[config.mk]
export PLATFORM = sky130hd
export DESIGN_NAME = pmcc_top
export DESIGN_NICKNAME = d
export VERILOG_FILES = /design/src/design/pmcc_pkg.sv /design/src/design/pmcc_top.sv
export VERILOG_INCLUDE_DIRS = /design/src /design/src/design
export SDC_FILE = /design/constraint.sdc
export NUM_CORES = 1
export LEC_CHECK = 0
export BUFFER_PORTS_ARGS = -buffer_cell sky130_fd_sc_hd__buf_4
export CAP_MARGIN = 0
export CORE_ASPECT_RATIO = 0.8
export CORE_MARGIN = 3
export CORE_UTILIZATION = 45
export CTS_CLUSTER_SIZE = 8
export DETAILED_ROUTE_END_ITERATION = 8
export GPL_TIMING_DRIVEN = 0
export PLACE_DENSITY_LB_ADDON = 0.08
export SYNTH_ARGS = -nofsm -noshare
export SYNTH_HDL_FRONTEND = slang
export SYNTH_SLANG_ARGS = --single-unit
[constraint.sdc]
create_clock -name ref_clk_i -period 5.2 [get_ports ref_clk_i]
set_input_delay 1.04 -clock ref_clk_i [delete_from_list [all_inputs] [get_ports ref_clk_i]]
set_output_delay 1.04 -clock ref_clk_i [all_outputs]
set_load 0.02 [all_outputs]
[src/design/pmcc_defines.svh]
// offsets, field positions, reset values and timing counts of the power mode clock controller
`ifndef PMCC_DEFINES_SVH
`define PMCC_DEFINES_SVH
// register indices; byte address is four times the index
`define PMCC_IDX_CLK_SRC 6'h00
`define PMCC_IDX_GAIN 6'h01
`define PMCC_IDX_TRIM 6'h02
`define PMCC_IDX_LVL 6'h03
`define PMCC_IDX_WAKE 6'h07
`define PMCC_IDX_CPU_DIV 6'h2e
`define PMCC_IDX_STATUS 6'h30
// reset values
`define PMCC_RST_CLK_SRC 2'h0
`define PMCC_RST_GAIN 3'h0
`define PMCC_RST_TRIM 6'h14
`define PMCC_RST_LVL 2'h2
`define PMCC_RST_WAKE 8'h00
`define PMCC_RST_CPU_DIV 6'h00
// status register field positions
`define PMCC_ST_MODE_LSB 0
`define PMCC_ST_LVD_LOW 3
`define PMCC_ST_LVD_EN 4
`define PMCC_ST_GAIN_BAD 5
`define PMCC_ST_WAKE_IRQ 6
// clock source codes
`define PMCC_SRC_INT 2'h0
`define PMCC_SRC_EXT 2'h1
`define PMCC_SRC_RC 2'h2
// timing
`define PMCC_CLK_PERIOD_NS 20
`define PMCC_LVD_FILT_NS 5000
`define PMCC_STARTUP_CYC 4096
`endif

[src/design/pmcc_pkg.sv]
// types of the power mode clock controller
package pmcc_pkg;
  typedef enum logic [2:0] {
    PMCC_FIXED = 3'b000,
    PMCC_PRESC = 3'b001,
    PMCC_RUN = 3'b010,
    PMCC_WAIT = 3'b011,
    PMCC_HALT = 3'b100,
    PMCC_LVDRST = 3'b101,
    PMCC_RESTART = 3'b110
  } pmcc_mode_t;
  typedef struct packed {
    logic psel;
    logic penable;
    logic pwrite;
    logic [7:0] paddr;
    logic [31:0] pwdata;
  } pmcc_apb_req_t;
  typedef struct packed {
    logic [31:0] prdata;
    logic pready;
    logic pslverr;
  } pmcc_apb_rsp_t;
endpackage : pmcc_pkg

[src/design/pmcc_top.sv]
// power mode, start-up delay, supply drop reset and cpu clock divider controller
//
// Local design decision: the APB interface to the registers.
`timescale 1ns/1ns
`include "pmcc_defines.svh"

module pmcc_top
  import pmcc_pkg::*;
#(
  parameter int STARTUP_CYC = `PMCC_STARTUP_CYC
) (
  input wire logic ref_clk_i,
  input wire logic resetn_i,
  input wire logic pin_resetn_i,
  input wire logic wdg_reset_i,
  input wire logic supply_low_i,
  input wire logic wait_instr_i,
  input wire logic halt_instr_i,
  input wire logic watchdog_en_i,
  input wire logic irq_i,
  input wire logic nmi_i,
  input wire logic port_irq_i,
  input wire logic port_irq_en_i,
  input wire logic [1:0] opt_clk_src_i,
  input wire logic [2:0] opt_gain_i,
  input wire logic [5:0] opt_trim_i,
  input wire logic [1:0] opt_lvl_i,
  input wire logic [7:0] opt_wake_i,
  input wire pmcc_apb_req_t apb_req_i,
  output pmcc_apb_rsp_t apb_rsp_o,
  output logic cpu_reset_o,
  output logic cpu_clk_en_o,
  output logic periph_clk_en_o,
  output logic osc_on_o,
  output logic [1:0] clk_src_o,
  output logic [3:0] gain_stages_o,
  output logic [5:0] osc_trim_o,
  output logic [1:0] supply_drop_level_o,
  output logic serve_irq_o,
  output pmcc_mode_t mode_o
);
  localparam int LVD_FILT_CYC =
    (`PMCC_LVD_FILT_NS + `PMCC_CLK_PERIOD_NS - 1) / `PMCC_CLK_PERIOD_NS;
  typedef struct packed {
    pmcc_mode_t st;
    logic [12:0] cnt;
    logic [7:0] pre;
    logic [7:0] flt_cnt;
    logic lvd_low;
    logic opt_ld;
    logic [1:0] clk_src_field;
    logic [2:0] gain_stage_field;
    logic [5:0] osc_trim_field;
    logic [1:0] supply_drop_level_field;
    logic [7:0] startup_delay_prescaler;
    logic [5:0] cpu_divider_field;
    logic [2:0] div_exp;
    logic [5:0] div_cnt;
    logic wake_irq;
    logic cpu_rst;
    logic cpu_clk_en;
    logic osc_on;
    logic [1:0] clk_src;
    logic [3:0] gain_stages;
    logic serve_irq;
    logic [7:0] prdata;
    logic pready;
    logic pslverr;
  } pmcc_regs_t;
  pmcc_regs_t q;
  pmcc_regs_t d;
  ////////////////////////////////////////////////////////////////////////////
  // decoders
  // divider field to power of two
  function automatic logic [2:0] div_decode(input logic [5:0] f);
    logic [2:0] e;
    e = 3'h6;
    unique case (f)
      6'h00: e = 3'h0;
      6'h01: e = 3'h1;
      6'h02: e = 3'h2;
      6'h04: e = 3'h3;
      6'h08: e = 3'h4;
      6'h10: e = 3'h5;
      default: e = 3'h6;
    endcase
    return e;
  endfunction : div_decode
  // gain code to stage count
  function automatic logic [3:0] gain_decode(input logic [2:0] g);
    logic [3:0] n;
    n = 4'h0;
    unique case (g)
      3'h1: n = 4'h1;
      3'h3: n = 4'h3;
      3'h5: n = 4'h6;
      3'h7: n = 4'h8;
      default: n = 4'h0;
    endcase
    return n;
  endfunction : gain_decode
  logic gain_bad;
  logic lvd_en;
  logic lvd_active;
  logic soft_rst;
  logic tick;
  logic [5:0] div_mask;
  logic apb_setup;
  logic apb_wr;
  logic [5:0] idx;
  logic addr_ok;
  logic [7:0] rd_val;

  ////////////////////////////////////////////////////////////////////////////
  // next state
  always_comb begin
    d = q;
    // illegal gain codes are flagged and drive no stage
    gain_bad = (q.gain_stage_field == 3'h2) || (q.gain_stage_field == 3'h4) ||
               (q.gain_stage_field == 3'h6);
    lvd_en = (q.supply_drop_level_field != 2'h0);
    lvd_active = lvd_en && (q.st != PMCC_HALT);
    soft_rst = 1'b0;
    div_mask = 6'((7'h01 << q.div_exp) - 7'h01);
    tick = (q.div_cnt == div_mask);
    apb_setup = apb_req_i.psel && !apb_req_i.penable;
    apb_wr = apb_req_i.psel && apb_req_i.penable && q.pready && apb_req_i.pwrite;
    idx = apb_req_i.paddr[7:2];
    addr_ok = (apb_req_i.paddr[1:0] == 2'h0);
    rd_val = 8'h00;
    // option bytes are sampled once after a power-on or pin reset
    if (!q.opt_ld) begin
      d.opt_ld = 1'b1;
      d.clk_src_field = opt_clk_src_i;
      d.gain_stage_field = opt_gain_i;
      d.osc_trim_field = opt_trim_i;
      d.supply_drop_level_field = opt_lvl_i;
      d.startup_delay_prescaler = opt_wake_i;
    end
    // spike filter on the comparator, 5 us of steady input flips it
    if (!lvd_active) begin
      d.lvd_low = 1'b0;
      d.flt_cnt = 8'h00;
    end else if (supply_low_i == q.lvd_low) begin
      d.flt_cnt = 8'h00;
    end else if (q.flt_cnt == 8'(LVD_FILT_CYC - 1)) begin
      d.lvd_low = supply_low_i;
      d.flt_cnt = 8'h00;
    end else begin
      d.flt_cnt = q.flt_cnt + 8'h01;
    end
    // power mode sequencer
    unique case (q.st)
      PMCC_FIXED: begin
        d.cnt = q.cnt + 13'h0001;
        if (q.cnt == 13'(STARTUP_CYC - 1)) begin
          d.cnt = 13'h0000;
          d.pre = 8'h00;
          if (q.clk_src_field == `PMCC_SRC_INT) begin
            d.st = PMCC_RUN;
          end else begin
            d.st = PMCC_PRESC;
          end
        end
      end
      PMCC_PRESC: begin
        d.cnt = q.cnt + 13'h0001;
        if (q.cnt == 13'(STARTUP_CYC - 1)) begin
          d.cnt = 13'h0000;
          d.pre = q.pre + 8'h01;
          if (q.pre == q.startup_delay_prescaler) begin
            d.st = PMCC_RUN;
          end
        end
      end
      PMCC_RUN: begin
        if (wait_instr_i) begin
          d.st = PMCC_WAIT;
        end else if (halt_instr_i && !watchdog_en_i) begin
          d.st = PMCC_HALT;
        end
      end
      PMCC_WAIT: begin
        if (irq_i || nmi_i || (port_irq_i && port_irq_en_i)) begin
          d.st = PMCC_RUN;
        end
      end
      PMCC_HALT: begin
        if (nmi_i || (port_irq_i && port_irq_en_i)) begin
          d.st = PMCC_FIXED;
          d.cnt = 13'h0000;
          d.wake_irq = 1'b1;
        end
      end
      PMCC_LVDRST: begin
        if (!q.lvd_low) begin
          d.st = PMCC_RUN;
        end
      end
      PMCC_RESTART: begin
        d.st = PMCC_RUN;
      end
      default: begin
        d.st = PMCC_FIXED;
        d.cnt = 13'h0000;
      end
    endcase
    // interrupt that woke the part is handed over once running
    d.serve_irq = 1'b0;
    if (q.wake_irq && d.st == PMCC_RUN) begin
      d.serve_irq = 1'b1;
      d.wake_irq = 1'b0;
    end
    // apb register write, only the divider field is writable
    if (apb_wr && addr_ok && idx == `PMCC_IDX_CPU_DIV) begin
      d.cpu_divider_field = apb_req_i.pwdata[5:0];
    end
    // internal resets: drop monitor first, then watchdog
    if (q.lvd_low) begin
      d.st = PMCC_LVDRST;
      soft_rst = 1'b1;
    end else if (wdg_reset_i) begin
      d.st = PMCC_RESTART;
      soft_rst = 1'b1;
    end
    if (!pin_resetn_i) begin
      d.st = PMCC_FIXED;
      d.cnt = 13'h0000;
      d.opt_ld = 1'b0;
      soft_rst = 1'b1;
    end
    if (soft_rst) begin
      // filter state survives, option fields too except after a pin reset; divider field, divider state, wake and serve flags are cleared
      d.cpu_divider_field = `PMCC_RST_CPU_DIV;
      d.wake_irq = 1'b0;
      d.serve_irq = 1'b0;
      d.div_exp = 3'h0;
      d.div_cnt = 6'h00;
    end else if (tick) begin
      // new divider ratio is taken only at the end of a divided period
      d.div_cnt = 6'h00;
      d.div_exp = div_decode(q.cpu_divider_field);
    end else begin
      d.div_cnt = q.div_cnt + 6'h01;
    end
    // clock outputs follow the next mode
    d.cpu_clk_en = tick && !soft_rst && (d.st == PMCC_RUN);
    d.osc_on = (d.st != PMCC_HALT);
    d.cpu_rst = (d.st == PMCC_FIXED) || (d.st == PMCC_PRESC) ||
                (d.st == PMCC_LVDRST) || (d.st == PMCC_RESTART);
    // internal clock until start-up is over
    if (d.st == PMCC_FIXED || d.st == PMCC_PRESC) begin
      d.clk_src = `PMCC_SRC_INT;
    end else if (q.clk_src_field[1]) begin
      d.clk_src = `PMCC_SRC_RC;
    end else begin
      d.clk_src = q.clk_src_field;
    end
    d.gain_stages = gain_decode(q.gain_stage_field);
    // apb read data and error, answered in the access phase
    unique case (idx)
      `PMCC_IDX_CLK_SRC: rd_val = {6'h00, q.clk_src_field};
      `PMCC_IDX_GAIN: rd_val = {5'h00, q.gain_stage_field};
      `PMCC_IDX_TRIM: rd_val = {2'h0, q.osc_trim_field};
      `PMCC_IDX_LVL: rd_val = {6'h00, q.supply_drop_level_field};
      `PMCC_IDX_WAKE: rd_val = q.startup_delay_prescaler;
      `PMCC_IDX_CPU_DIV: rd_val = {2'h0, q.cpu_divider_field};
      `PMCC_IDX_STATUS: begin
        rd_val[`PMCC_ST_MODE_LSB +: 3] = q.st;
        rd_val[`PMCC_ST_LVD_LOW] = q.lvd_low;
        rd_val[`PMCC_ST_LVD_EN] = lvd_en;
        rd_val[`PMCC_ST_GAIN_BAD] = gain_bad;
        rd_val[`PMCC_ST_WAKE_IRQ] = q.wake_irq;
      end
      default: rd_val = 8'h00;
    endcase
    d.pready = apb_setup;
    if (apb_setup) begin
      d.prdata = addr_ok ? rd_val : 8'h00;
      d.pslverr = !addr_ok ||
                  !(idx inside {`PMCC_IDX_CLK_SRC, `PMCC_IDX_GAIN, `PMCC_IDX_TRIM,
                                `PMCC_IDX_LVL, `PMCC_IDX_WAKE, `PMCC_IDX_CPU_DIV,
                                `PMCC_IDX_STATUS}) ||
                  (apb_req_i.pwrite && idx != `PMCC_IDX_CPU_DIV);
    end
  end

  ////////////////////////////////////////////////////////////////////////////
  // state register
  always_ff @(posedge ref_clk_i) begin
    if (!resetn_i) begin
      q <= '0;
      q.st <= PMCC_FIXED;
      q.clk_src_field <= `PMCC_RST_CLK_SRC;
      q.gain_stage_field <= `PMCC_RST_GAIN;
      q.osc_trim_field <= `PMCC_RST_TRIM;
      q.supply_drop_level_field <= `PMCC_RST_LVL;
      q.startup_delay_prescaler <= `PMCC_RST_WAKE;
      q.cpu_divider_field <= `PMCC_RST_CPU_DIV;
      q.cpu_rst <= 1'b1;
      q.osc_on <= 1'b1;
    end else begin
      q <= d;
    end
  end
  // outputs straight from the state register
  assign apb_rsp_o.prdata = {24'h000000, q.prdata};
  assign apb_rsp_o.pready = q.pready;
  assign apb_rsp_o.pslverr = q.pslverr;
  assign cpu_reset_o = q.cpu_rst;
  assign cpu_clk_en_o = q.cpu_clk_en;
  assign periph_clk_en_o = q.osc_on;
  assign osc_on_o = q.osc_on;
  assign clk_src_o = q.clk_src;
  assign gain_stages_o = q.gain_stages;
  assign osc_trim_o = q.osc_trim_field;
  assign supply_drop_level_o = q.supply_drop_level_field;
  assign serve_irq_o = q.serve_irq;
  assign mode_o = q.st;

  // consecutive cycles of low comparator input
  logic [8:0] low_run_q;
  always_ff @(posedge ref_clk_i) begin
    if (!resetn_i || !supply_low_i) begin
      low_run_q <= 9'h000;
    end else if (low_run_q != 9'h1ff) begin
      low_run_q <= low_run_q + 9'h001;
    end
  end
endmodule : pmcc_top

* Word-level counts from Yosys, hierarchy flattened
Cells that the tools add are included.
** Operators by class
- $add $sub $neg :: 5
- Eq/ne operators :: 40
- Shifts and indexed selects :: 1
- Multiplexer cells :: 25
- Bitwise operators :: 4
- Reductions and logical operators :: 50
** Operators by type and width (count)
- $pmux W13 S4 :: 1
- $pmux W7 S7 :: 1
- $mux W24 :: 2
- $mux W16 :: 2
- $eq A3 B3 Y1 const B :: 9
- $mux W3 :: 7
- $pmux W3 S7 :: 1
- $eq A3 B2 Y1 const B :: 6
- $eq A6 B2 Y1 const B :: 3
- $pmux W3 S6 :: 1
- $add A8 B1 Y8 const B :: 2
- $pmux W4 S4 :: 1
- $pmux W8 S2 :: 1
- $add A13 B1 Y13 const B :: 1
- $eq A13 B12 Y1 const B :: 1
- $logic_and A1 B1 Y1 :: 13
- $eq A6 B1 Y1 const B :: 2
- $eq A6 B3 Y1 const B :: 2
- $eq A6 B6 Y1 const B :: 2
- $logic_not A6 Y1 :: 2
- $logic_or A1 B1 Y1 :: 10
- $reduce_and A2 Y1 :: 5
- $eq A3 B1 Y1 const B :: 3
- $reduce_or A3 Y1 :: 3
- other kinds (24) :: 44
** Word-level totals
- Flip-flop bits (word level) :: 91
- Input port bits :: 76

* Depth between registers and ports, before layout
Gate-level depths: netlist of the first run.
- Depth in word-level cells :: 12
- Gate-level depth with buffers :: 7
- Mapped depth without buffers :: 6

* Worst setup path after synthesis of the first run
OpenSTA, ideal clock, no wires.
- Kind :: in2reg
- Start point :: input port watchdog_en_i
- End point :: register q, in the netlist clk_src_o[0]
- Library setup time :: 0.145 ns
- Data arrival time :: 2.410 ns
- Data required time :: 5.055 ns
- Path slack :: 2.645 ns
- Cell stages on the path :: 5
- Cells stage by stage :: or4b_2 > a21oi_1 > a2bb2oi_1 > and3_1 > a2111oi_2
** On the way
- Word-level cells in the longest chain between the ends :: 11
- Elaborated cells on any way between the ends :: 12
** Ends and longest elaborated chain
- from (decl) :: RTL line pmcc_top.sv:19 : input wire logic watchdog_en_i,
- $logic_not A1 Y1 (*) :: RTL line pmcc_top.sv:179 : end else if (halt_instr_i && !watchdog_en_i) begin
- $logic_and A1 B1 Y1 (*) :: RTL line pmcc_top.sv:179
- $mux W3 (*) :: RTL line pmcc_top.sv:179
- $mux W3 (*) :: RTL line pmcc_top.sv:177 : if (wait_instr_i) begin
- $pmux W3 S7 (*) :: RTL line pmcc_top.sv:153 : unique case (q.st)
- $mux W3 (*) :: RTL line pmcc_top.sv:222 : end else if (wdg_reset_i) begin
- $mux W3 (*) :: RTL line pmcc_top.sv:219 : if (q.lvd_low) begin
- $mux W16 (*) :: RTL line pmcc_top.sv:226 : if (!pin_resetn_i) begin
- $eq A3 B1 Y1 or $logic_not A3 Y1 (tied branches) :: RTL line pmcc_top.sv:252 : if (d.st == PMCC_FIXED || d.st == PMCC_PRESC) begin
- $logic_or A1 B1 Y1 (*) :: RTL line pmcc_top.sv:252
- $reduce_or A3 Y1 (no line) (*)
- to (decl) :: RTL line pmcc_top.sv:70 : pmcc_regs_t q;
Mark *: on every way between the ends. The rest lies on a longest branch, timed or not.
A chain may end at the register's enable or synchronous reset.

* Final worst setup path of the first run
Ends and elaborated chain as after synthesis.

==> impl_metrics.yaml, run 1 <==
critical_path:
  critical_path.cell_chain: "buf_4 > or4b_2 > a21oi_1 > a2bb2oi_1 > and3_1 > a2111oi_2"
  r2r_slack_ns: 2.87
  critPathBufInv: 1
  crit-reg2reg-capture: "clk_src_o[0]$_SDFF_PP0_"
  critical_path_peak_fanout: 5
  r2r_start: "q[75]$_SDFFE_PN0P_"
  reg2reg_path_depth: 6
  cell_type_group_with_the_largest_total_delay_on_the_critical_path: "simple AND/OR/NAND/NOR gates"
  crit_start: "watchdog_en_i"
  crit_type: "input port to register"
  worstSetupStartpointType: "input port"
  crit_path_slowest_cell: "sky130_fd_sc_hd__or4b_2"
  timing.critical_path.to_type: "register"
  critPathMaxStageDelay_ns: 0.71
  cp.depth: 6
  worstPathRequired_ns: 5.39
  cp_data_arrival_time_ns: 2.81
  worstSetupEndpoint: "clk_src_o[0]$_SDFF_PP0_"
logic_synthesis:
  synthCells: 552
  synth_seq_cells: 91
  synth.mux.area_fraction: 0.07351
  yosys_most_used_dff: "sky130_fd_sc_hd__dfxtp_1"
  number_of_distinct_library_cell_variants_in_the_gate_level_netlist_after_synthesis: 65
  synth.avg_cell_area_sq_um: 8.788
  post_synth_instance_area_sq_um: 4851
  number_of_flops_mapped_to_enable_cells_by_yosys: 0
  synth-seq-area-share: 0.3755
  yosys.area_share.adder: 0.01702
  compound_gate_portion_of_the_synthesized_area: 0.1233
  combinational_family_with_the_most_area_after_synthesis: "simple AND/OR/NAND/NOR gates"
  post_synth_and_or_nand_nor_area_fraction: 0.2401
  synth-xor-area-share: 0.05778
  synth_async_sr_flop_share: 0
  synth.yosys.warnings: 0
global_route:
  grt_pass1_vias: 3751
  grt_pass1_wl_mm: 18.80
  grt.total_usage: 0.1956
  initial_antenna_violation_count: 0
  largest_net_degree_at_the_start_of_global_routing: 14
  grt-ovfl-total: 0
job:
  maximum_capacitance_violations: 0
clock_tree:
  post_cts_setup_bufs: 0
  post_cts.resized_instances: 0
  total_clock_buffers_created_by_cts: 9
  worstSkewPairLatency_ns: 0.33
  clock_tree.buffer_depth: 2
  tritoncts: "built"
  register_clock_pin_slew_on_the_reported_worst_setup_and_hold_paths_ns: 0.06
  cts_htree_levels: 3
  clock_tree.root_cell: "sky130_fd_sc_hd__clkbuf_16"
  clkSinkCount: 91
  postCtsHoldBufs: 0
layout:
  fillers: 987
  post_layout_nonfiller_instances: 810
  layout_commonest_cell: "sky130_fd_sc_hd__buf_4"
  area.growth.synth_to_final_pct: 23.47
  antenna_cells: 0
  most-common-layout-cells: "132 x sky130_fd_sc_hd__buf_4, 91 x sky130_fd_sc_hd__dfxtp_1, 64 x sky130_fd_sc_hd__nor2_1, 34 x sky130_fd_sc_hd__nand2_1, 32 x sky130_fd_sc_hd__nand3_1"
  share_of_final_layout_standard_cells_stronger_than_drive_strength_1: 0.2493
  multiInputGateArea_sq_um: 2572
  ff_latch_area_sq_um: 1822
  layout.nets: 747
  final_core_utilization: 0.5779
timing:
  final.period_utilization: 0.5024
  clock-skew-final_ns: 0.004787
  max_slew.worst_pin.slew_ns: 0.9262
  slew_headroom: 0.3778
  setup-violations-final: 0
  rsz0062_at_grt: "false"
  finalMaxSlewViolations: 0
  final.setup.tns_ns: 0
  whs_ns: 0.4544
  period_needed_ns: 2.612
  maxClockFrequency_mhz: 382.8
  final_hold_viol_count: 0
detailed_routing:
  wire_per_inst_um: 14.56
  detail_route.iter0.violations: 252
  routed_vias: 4128
  drtPass1Iterations: 4
  route.antenna.remaining_nets: 0
  route.final.wire_length_mm: 11.79
  routed_via_density: 5.096
  drc_errors: 0
place:
  place.port_buffers: 80
  place_congestion: 0.8713
  place_hpwl_mm: 9.134
  dp_cells: 795
die:
  floorplan.initialDensity: 0.4681
  fp.dieW_um: 122.1
  std_cell_rows: 33
  die-height_um: 98.87
  fp.coreArea_sq_um: 10360
  design.die.area_sq_um: 12070
  boundaryPins: 132
power:
  p_total_mw: 1.536
  ir_drop_mv: 0.1790
  leakage_nw: 2.444
  power_density_nw_per_um2: 256.5
min_path:
  worst_hold_path_type: "register to register"
  hold_start: "apb_rsp_o[4]$_SDFFE_PN0P_"
status:
  outcome: "finished clean"
power breakdown:
| part | switching (mW) | total [mW] | leakage (nW) | internal (mW) |
|---|---|---|---|---|
| clock | 0.252 | 0.621 | 0.136 | 0.369 |
| combinational | 0.0968 | 0.184 | 1.57 | 0.0870 |
| sequential | 0.0179 | 0.731 | 0.740 | 0.714 |
per-layer routing:
layer  global-route usage  wire (um)  vias to the layer above  part of all wire
li1                     -          -                     2119                 -
met1               0.2833       5896                     1910              0.50
met2               0.3009       5209                       90              0.44
met3              0.04246        584                        9             0.050
met4              0.03959        100                        0            0.0085
met5                    0          0                        -                 0
through the flow:
stage	setup slack, ns	cell area [sq um]
2_1_floorplan	2.645	4937
3_3_place_gp	2.316	5713
3_5_place_dp	2.265	5713
4_1_cts	2.623	5989
5_1_grt	2.415	5989
6_report	2.588	5989
tightest hold or removal path: stages (launching register included):
cell                      delay, ns
sky130_fd_sc_hd__dfxtp_1       0.31
sky130_fd_sc_hd__nand2_1       0.05
sky130_fd_sc_hd__a21oi_1       0.05
worst min path at each step:
stage	to	slack (ns)	depth (start not counted)
after floorplan	q[87]$_SDFFE_PN0P_	0.43	2
after global placement	apb_rsp_o[3]$_SDFFE_PN0P_	0.44	2
after detailed placement	apb_rsp_o[4]$_SDFFE_PN0P_	0.45	2
after CTS	apb_rsp_o[4]$_SDFFE_PN0P_	0.46	2
after global routing	apb_rsp_o[5]$_SDFFE_PN0P_	0.49	2
final	apb_rsp_o[4]$_SDFFE_PN0P_	0.45	2
area by class of cell:
type,instances,share of cell area
Clock buffer,12,0.03948
Tap cell,140,0.02925
Buffer,77,0.08314
Multi-Input combinational cell,395,0.4295
Sequential cell,91,0.3042
Clock inverter,3,0.006685
Inverter,12,0.007520
Timing Repair Buffer,80,0.1003
cell families (layout without fill, tap and decap cells):
family | after synthesis | in the layout
flops | 91 | 91
other cells | 1 | 24
xor+xnor | 32 | 32
compound gates | 80 | 80
mux | 33 | 33
simple gates | 219 | 219
fa+ha+maj | 7 | 7
buf+inv | 89 | 184
cell usage after synthesis (all sizes together) (7+ instances only):
library cell | instances | area, sq um
dfxtp | 91 | 1822
nor2 | 64 | 240.2
buf | 62 | 441.7
nand2 | 34 | 127.6
nand3 | 32 | 160.2
mux2i | 30 | 300.3
a21oi | 25 | 125.1
xnor2 | 19 | 166.4
nor4 | 17 | 127.6
clkbuf | 15 | 56.30
xor2 | 13 | 113.9
inv | 11 | 41.29
o21ai | 11 | 55.05
nand4 | 10 | 62.56
nor3 | 10 | 50.05
nor3b | 7 | 52.55
o211ai | 7 | 52.55
state kept, by name, summed over array words and instances (netlist names), 2 cells and up:
signal	count
mode_o	3
apb_rsp_o	10
supply_drop_level_o	2
q	60
osc_trim_o	6
gain_stages_o	4
clk_src_o	2
Note: power is estimated with default switching activity, not from simulation.
==> run 2, diff against run 1 <==
--- a/config.mk
+++ b/config.mk
@@ -6,6 +6,7 @@
 export SDC_FILE = /design/constraint.sdc
 export NUM_CORES = 1
 export LEC_CHECK = 0
+export ABC_AREA = 1
 export BUFFER_PORTS_ARGS = -buffer_cell sky130_fd_sc_hd__buf_4
 export CAP_MARGIN = 0
 export CORE_ASPECT_RATIO = 0.8
==> constraint.sdc (replaced) <==
create_clock -name ref_clk_i -period 2.3 [get_ports ref_clk_i]
set_input_delay 0.46 -clock ref_clk_i [delete_from_list [all_inputs] [get_ports ref_clk_i]]
set_output_delay 0.46 -clock ref_clk_i [all_outputs]
set_load 0.02 [all_outputs]
==> run 2 against run 1 <==
Worst hold slack worse by 0.14 ns. Global-route usage rose by 0.64 points. Critical path depth rose by 6. First-iteration DRC count fell by 2.0%. Sequential share of layout area is 0.80 points lower. Largest power group unchanged. Synthesized cell count grew 27%. Synthesized area increased by 2.6%. Cell count up 19%.
==> impl_metrics.yaml, run 2 <==
status:
  outcome: "finished clean"
min_path:
  hold_start: "opt_trim_i[4]"
  min_delay_path_depth: 3
  min_delay_worst_endpoint: "osc_trim_o[4]$_SDFFE_PN1N_"
  worst_hold_path_type: "input port to register"
critical_path:
  crit_path_slowest_cell: "sky130_fd_sc_hd__dfxtp_1"
  worstSetupStartpointType: "register"
  timing.critical_path.to_type: "register"
  crit_start: "q[75]$_SDFFE_PN0P_"
  cpMostUsedCell: "sky130_fd_sc_hd__nand2_1"
  critical_path.cell_chain: "ha_1 > nand2_1 > nor2_4 > nand3_4 > nor2_4 > nand3_1 > nand2_1 > nand2_1 > nand2_2 > nand2_2 > nor2_1 > nand3_1"
  cp_data_arrival_time_ns: 2.19
  critPathBufInv: 0
  r2r_slack_ns: 0.30
  cell_type_group_with_the_largest_total_delay_on_the_critical_path: "simple AND/OR/NAND/NOR gates"
  worstPathRequired_ns: 2.49
  crit-reg2reg-capture: "osc_on_o$_SDFF_PN1_"
  critPathMaxStageDelay_ns: 0.38
  crit_type: "register to register"
  critical_path_peak_fanout: 4
  r2r_start: "q[75]$_SDFFE_PN0P_"
  reg2reg_path_depth: 12
place:
  place_congestion: 0.8887
  dp_cells: 944
  place_hpwl_mm: 9.743
  place.port_buffers: 81
die:
  std_cell_rows: 33
  boundaryPins: 132
  floorplan.initialDensity: 0.4727
  fp.coreArea_sq_um: 10530
  design.die.area_sq_um: 12370
  die-height_um: 100.1
  fp.dieW_um: 123.6
clock_tree:
  tritoncts: "built"
  post_cts.resized_instances: 0
  clock_tree.root_cell: "sky130_fd_sc_hd__clkbuf_16"
  worstSkewPairLatency_ns: 0.34
  post_cts_setup_bufs: 0
  cts_htree_levels: 3
  total_clock_buffers_created_by_cts: 9
  register_clock_pin_slew_on_the_reported_worst_setup_and_hold_paths_ns: 0.06
  clkSinkCount: 91
  postCtsHoldBufs: 0
  clock_tree.buffer_depth: 2
power:
  clockPowerShare: 0.417
  power_report.internal_total_mw: 2.714
  netSwitchingFraction: 0.2493
  pwr-share-seq: 0.457
  leakage_nw: 2.745
  comb_power_share: 0.125
  switching_power_mw: 0.9011
  ir_drop_mv: 0.3285
  power_density_nw_per_um2: 587.6
logic_synthesis:
  yosys_most_used_dff: "sky130_fd_sc_hd__dfxtp_1"
  synth_async_sr_flop_share: 0
  synth.yosys.warnings: 0
  synth-seq-area-share: 0.3660
  synth_most_common_cell: "sky130_fd_sc_hd__nand2_1"
  synth.avg_cell_area_sq_um: 7.110
  number_of_flops_mapped_to_enable_cells_by_yosys: 0
  synth.largest_area_cell: "sky130_fd_sc_hd__dfxtp_1"
  synth_seq_cells: 91
  netlist.area_leader.share: 0.3660
  synth.cells.most_frequent: "139 x sky130_fd_sc_hd__nand2_1, 91 x sky130_fd_sc_hd__dfxtp_1, 83 x sky130_fd_sc_hd__inv_1"
  number_of_distinct_library_cell_variants_in_the_gate_level_netlist_after_synthesis: 46
  post_synth_instance_area_sq_um: 4977
  synthCells: 700
  cell_types_occupying_the_most_area_after_synthesis: "sky130_fd_sc_hd__dfxtp_1 37%, sky130_fd_sc_hd__nand2_1 10%, sky130_fd_sc_hd__buf_4 8.1%"
global_route:
  grt-ovfl-total: 0
  initial_antenna_violation_count: 0
  grt_pass1_vias: 4387
  grt.total_usage: 0.2020
  grt_pass1_wl_mm: 20.17
  largest_net_degree_at_the_start_of_global_routing: 15
detailed_routing:
  route.final.wire_length_mm: 12.19
  drc_errors: 0
  route.antenna.remaining_nets: 0
  drtPass1Iterations: 5
  routed_vias: 4684
  detail_route.iter0.violations: 247
  routed_via_density: 4.879
  wire_per_inst_um: 12.70
job:
  maximum_capacitance_violations: 0
timing:
  setup-violations-final: 0
  max_slew.worst_pin.slew_ns: 0.5718
  rsz0062_at_grt: "false"
  period_needed_ns: 1.996
  clock-skew-final_ns: 0.005627
  final_hold_viol_count: 0
  final.setup.tns_ns: 0
  final.period_utilization: 0.8676
  maxClockFrequency_mhz: 501.1
  slew_headroom: 0.6188
  finalMaxSlewViolations: 0
layout:
  final_core_utilization: 0.5843
  layout_commonest_cell: "sky130_fd_sc_hd__nand2_1"
  share_of_final_layout_standard_cells_stronger_than_drive_strength_1: 0.2341
  regMostFlops: "q"
  largest_reg_flops: 60
  multiInputGateArea_sq_um: 2449
  area.growth.synth_to_final_pct: 23.60
  post_layout_nonfiller_instances: 960
  antenna_cells: 0
  most-common-layout-cells: "139 x sky130_fd_sc_hd__nand2_1, 135 x sky130_fd_sc_hd__buf_4, 91 x sky130_fd_sc_hd__dfxtp_1, 83 x sky130_fd_sc_hd__inv_1, 77 x sky130_fd_sc_hd__nor2_1"
  ff_latch_area_sq_um: 1822
  layout.nets: 896
  fillers: 1026
run 2: worst reg2reg max path, cell delays in order (launching register included):
cell and delay (ns):
sky130_fd_sc_hd__dfxtp_1 0.38, sky130_fd_sc_hd__ha_1 0.23, sky130_fd_sc_hd__nand2_1 0.11, sky130_fd_sc_hd__nor2_4 0.19, sky130_fd_sc_hd__nand3_4 0.11, sky130_fd_sc_hd__nor2_4 0.14, sky130_fd_sc_hd__nand3_1 0.10, sky130_fd_sc_hd__nand2_1 0.10
sky130_fd_sc_hd__nand2_1 0.08, sky130_fd_sc_hd__nand2_2 0.09, sky130_fd_sc_hd__nand2_2 0.06, sky130_fd_sc_hd__nor2_1 0.17, sky130_fd_sc_hd__nand3_1 0.11
run 2: metal layers:
layer / wire length, um / vias to the layer above / global-route usage
met3: 782 / 23 / 0.04394
met1: 5753 / 2076 / 0.2773
met5: 0 / - / 0
met4: 227 / 0 / 0.06553
met2: 5425 / 159 / 0.3162
li1: - / 2426 / -
run 2: worst max path at each step:
stage / to / slack, ns / cells after the start
CTS: osc_on_o$_SDFF_PN1_ / 0.28 / 12
finish: osc_on_o$_SDFF_PN1_ / 0.30 / 12
detailed placement: q[62]$_SDFF_PP0_ / 0.28 / 5
floorplan: cpu_reset_o$_SDFF_PN1_ / 0.66 / 10
global route: osc_on_o$_SDFF_PN1_ / 0.14 / 12
global placement: q[64]$_SDFF_PP0_ / 0.36 / 5
run 2: power groups by stage:
stage / Clock (mW) / Sequential (mW) / Combinational [mW]
detailed placement: 0 / 1.69 / 0.448
global placement: 0 / 1.69 / 0.444
floorplan: 0 / 1.68 / 0.292
CTS: 1.53 / 1.65 / 0.451
global route: 1.60 / 1.66 / 0.503
finish: 1.51 / 1.65 / 0.454
run 2: cell families after synthesis:
kind of cell / share of synthesized area
compound gates: 0.1398
simple gates: 0.3074
fa+ha+maj: 0.01257
flops: 0.3660
buf+inv: 0.1594
xor+xnor: 0.01408
other cells: 0.0007534
run 2: metrics by stage:
step                      setup slack, ns  power, mW  hold slack [ns]  cell area [sq um]
after floorplan                    0.6563      1.971           0.4334               5064
after global placement             0.3626      2.131           0.4485               5847
after detailed placement           0.2844      2.136           0.4587               5847
after CTS                          0.2849      3.636           0.3117               6152
after global routing               0.1377      3.757           0.3210               6152
final                              0.3044      3.615           0.3164               6152
run 2: area by class of cell:
cell class,instances,area share
sequential,91,0.2961
tap,140,0.02847
buffer,64,0.07342
timing repair buffer,81,0.09884
inverter,91,0.05552
clock inverter,4,0.007932
multi-input combinational,477,0.3980
clock buffer,12,0.04169
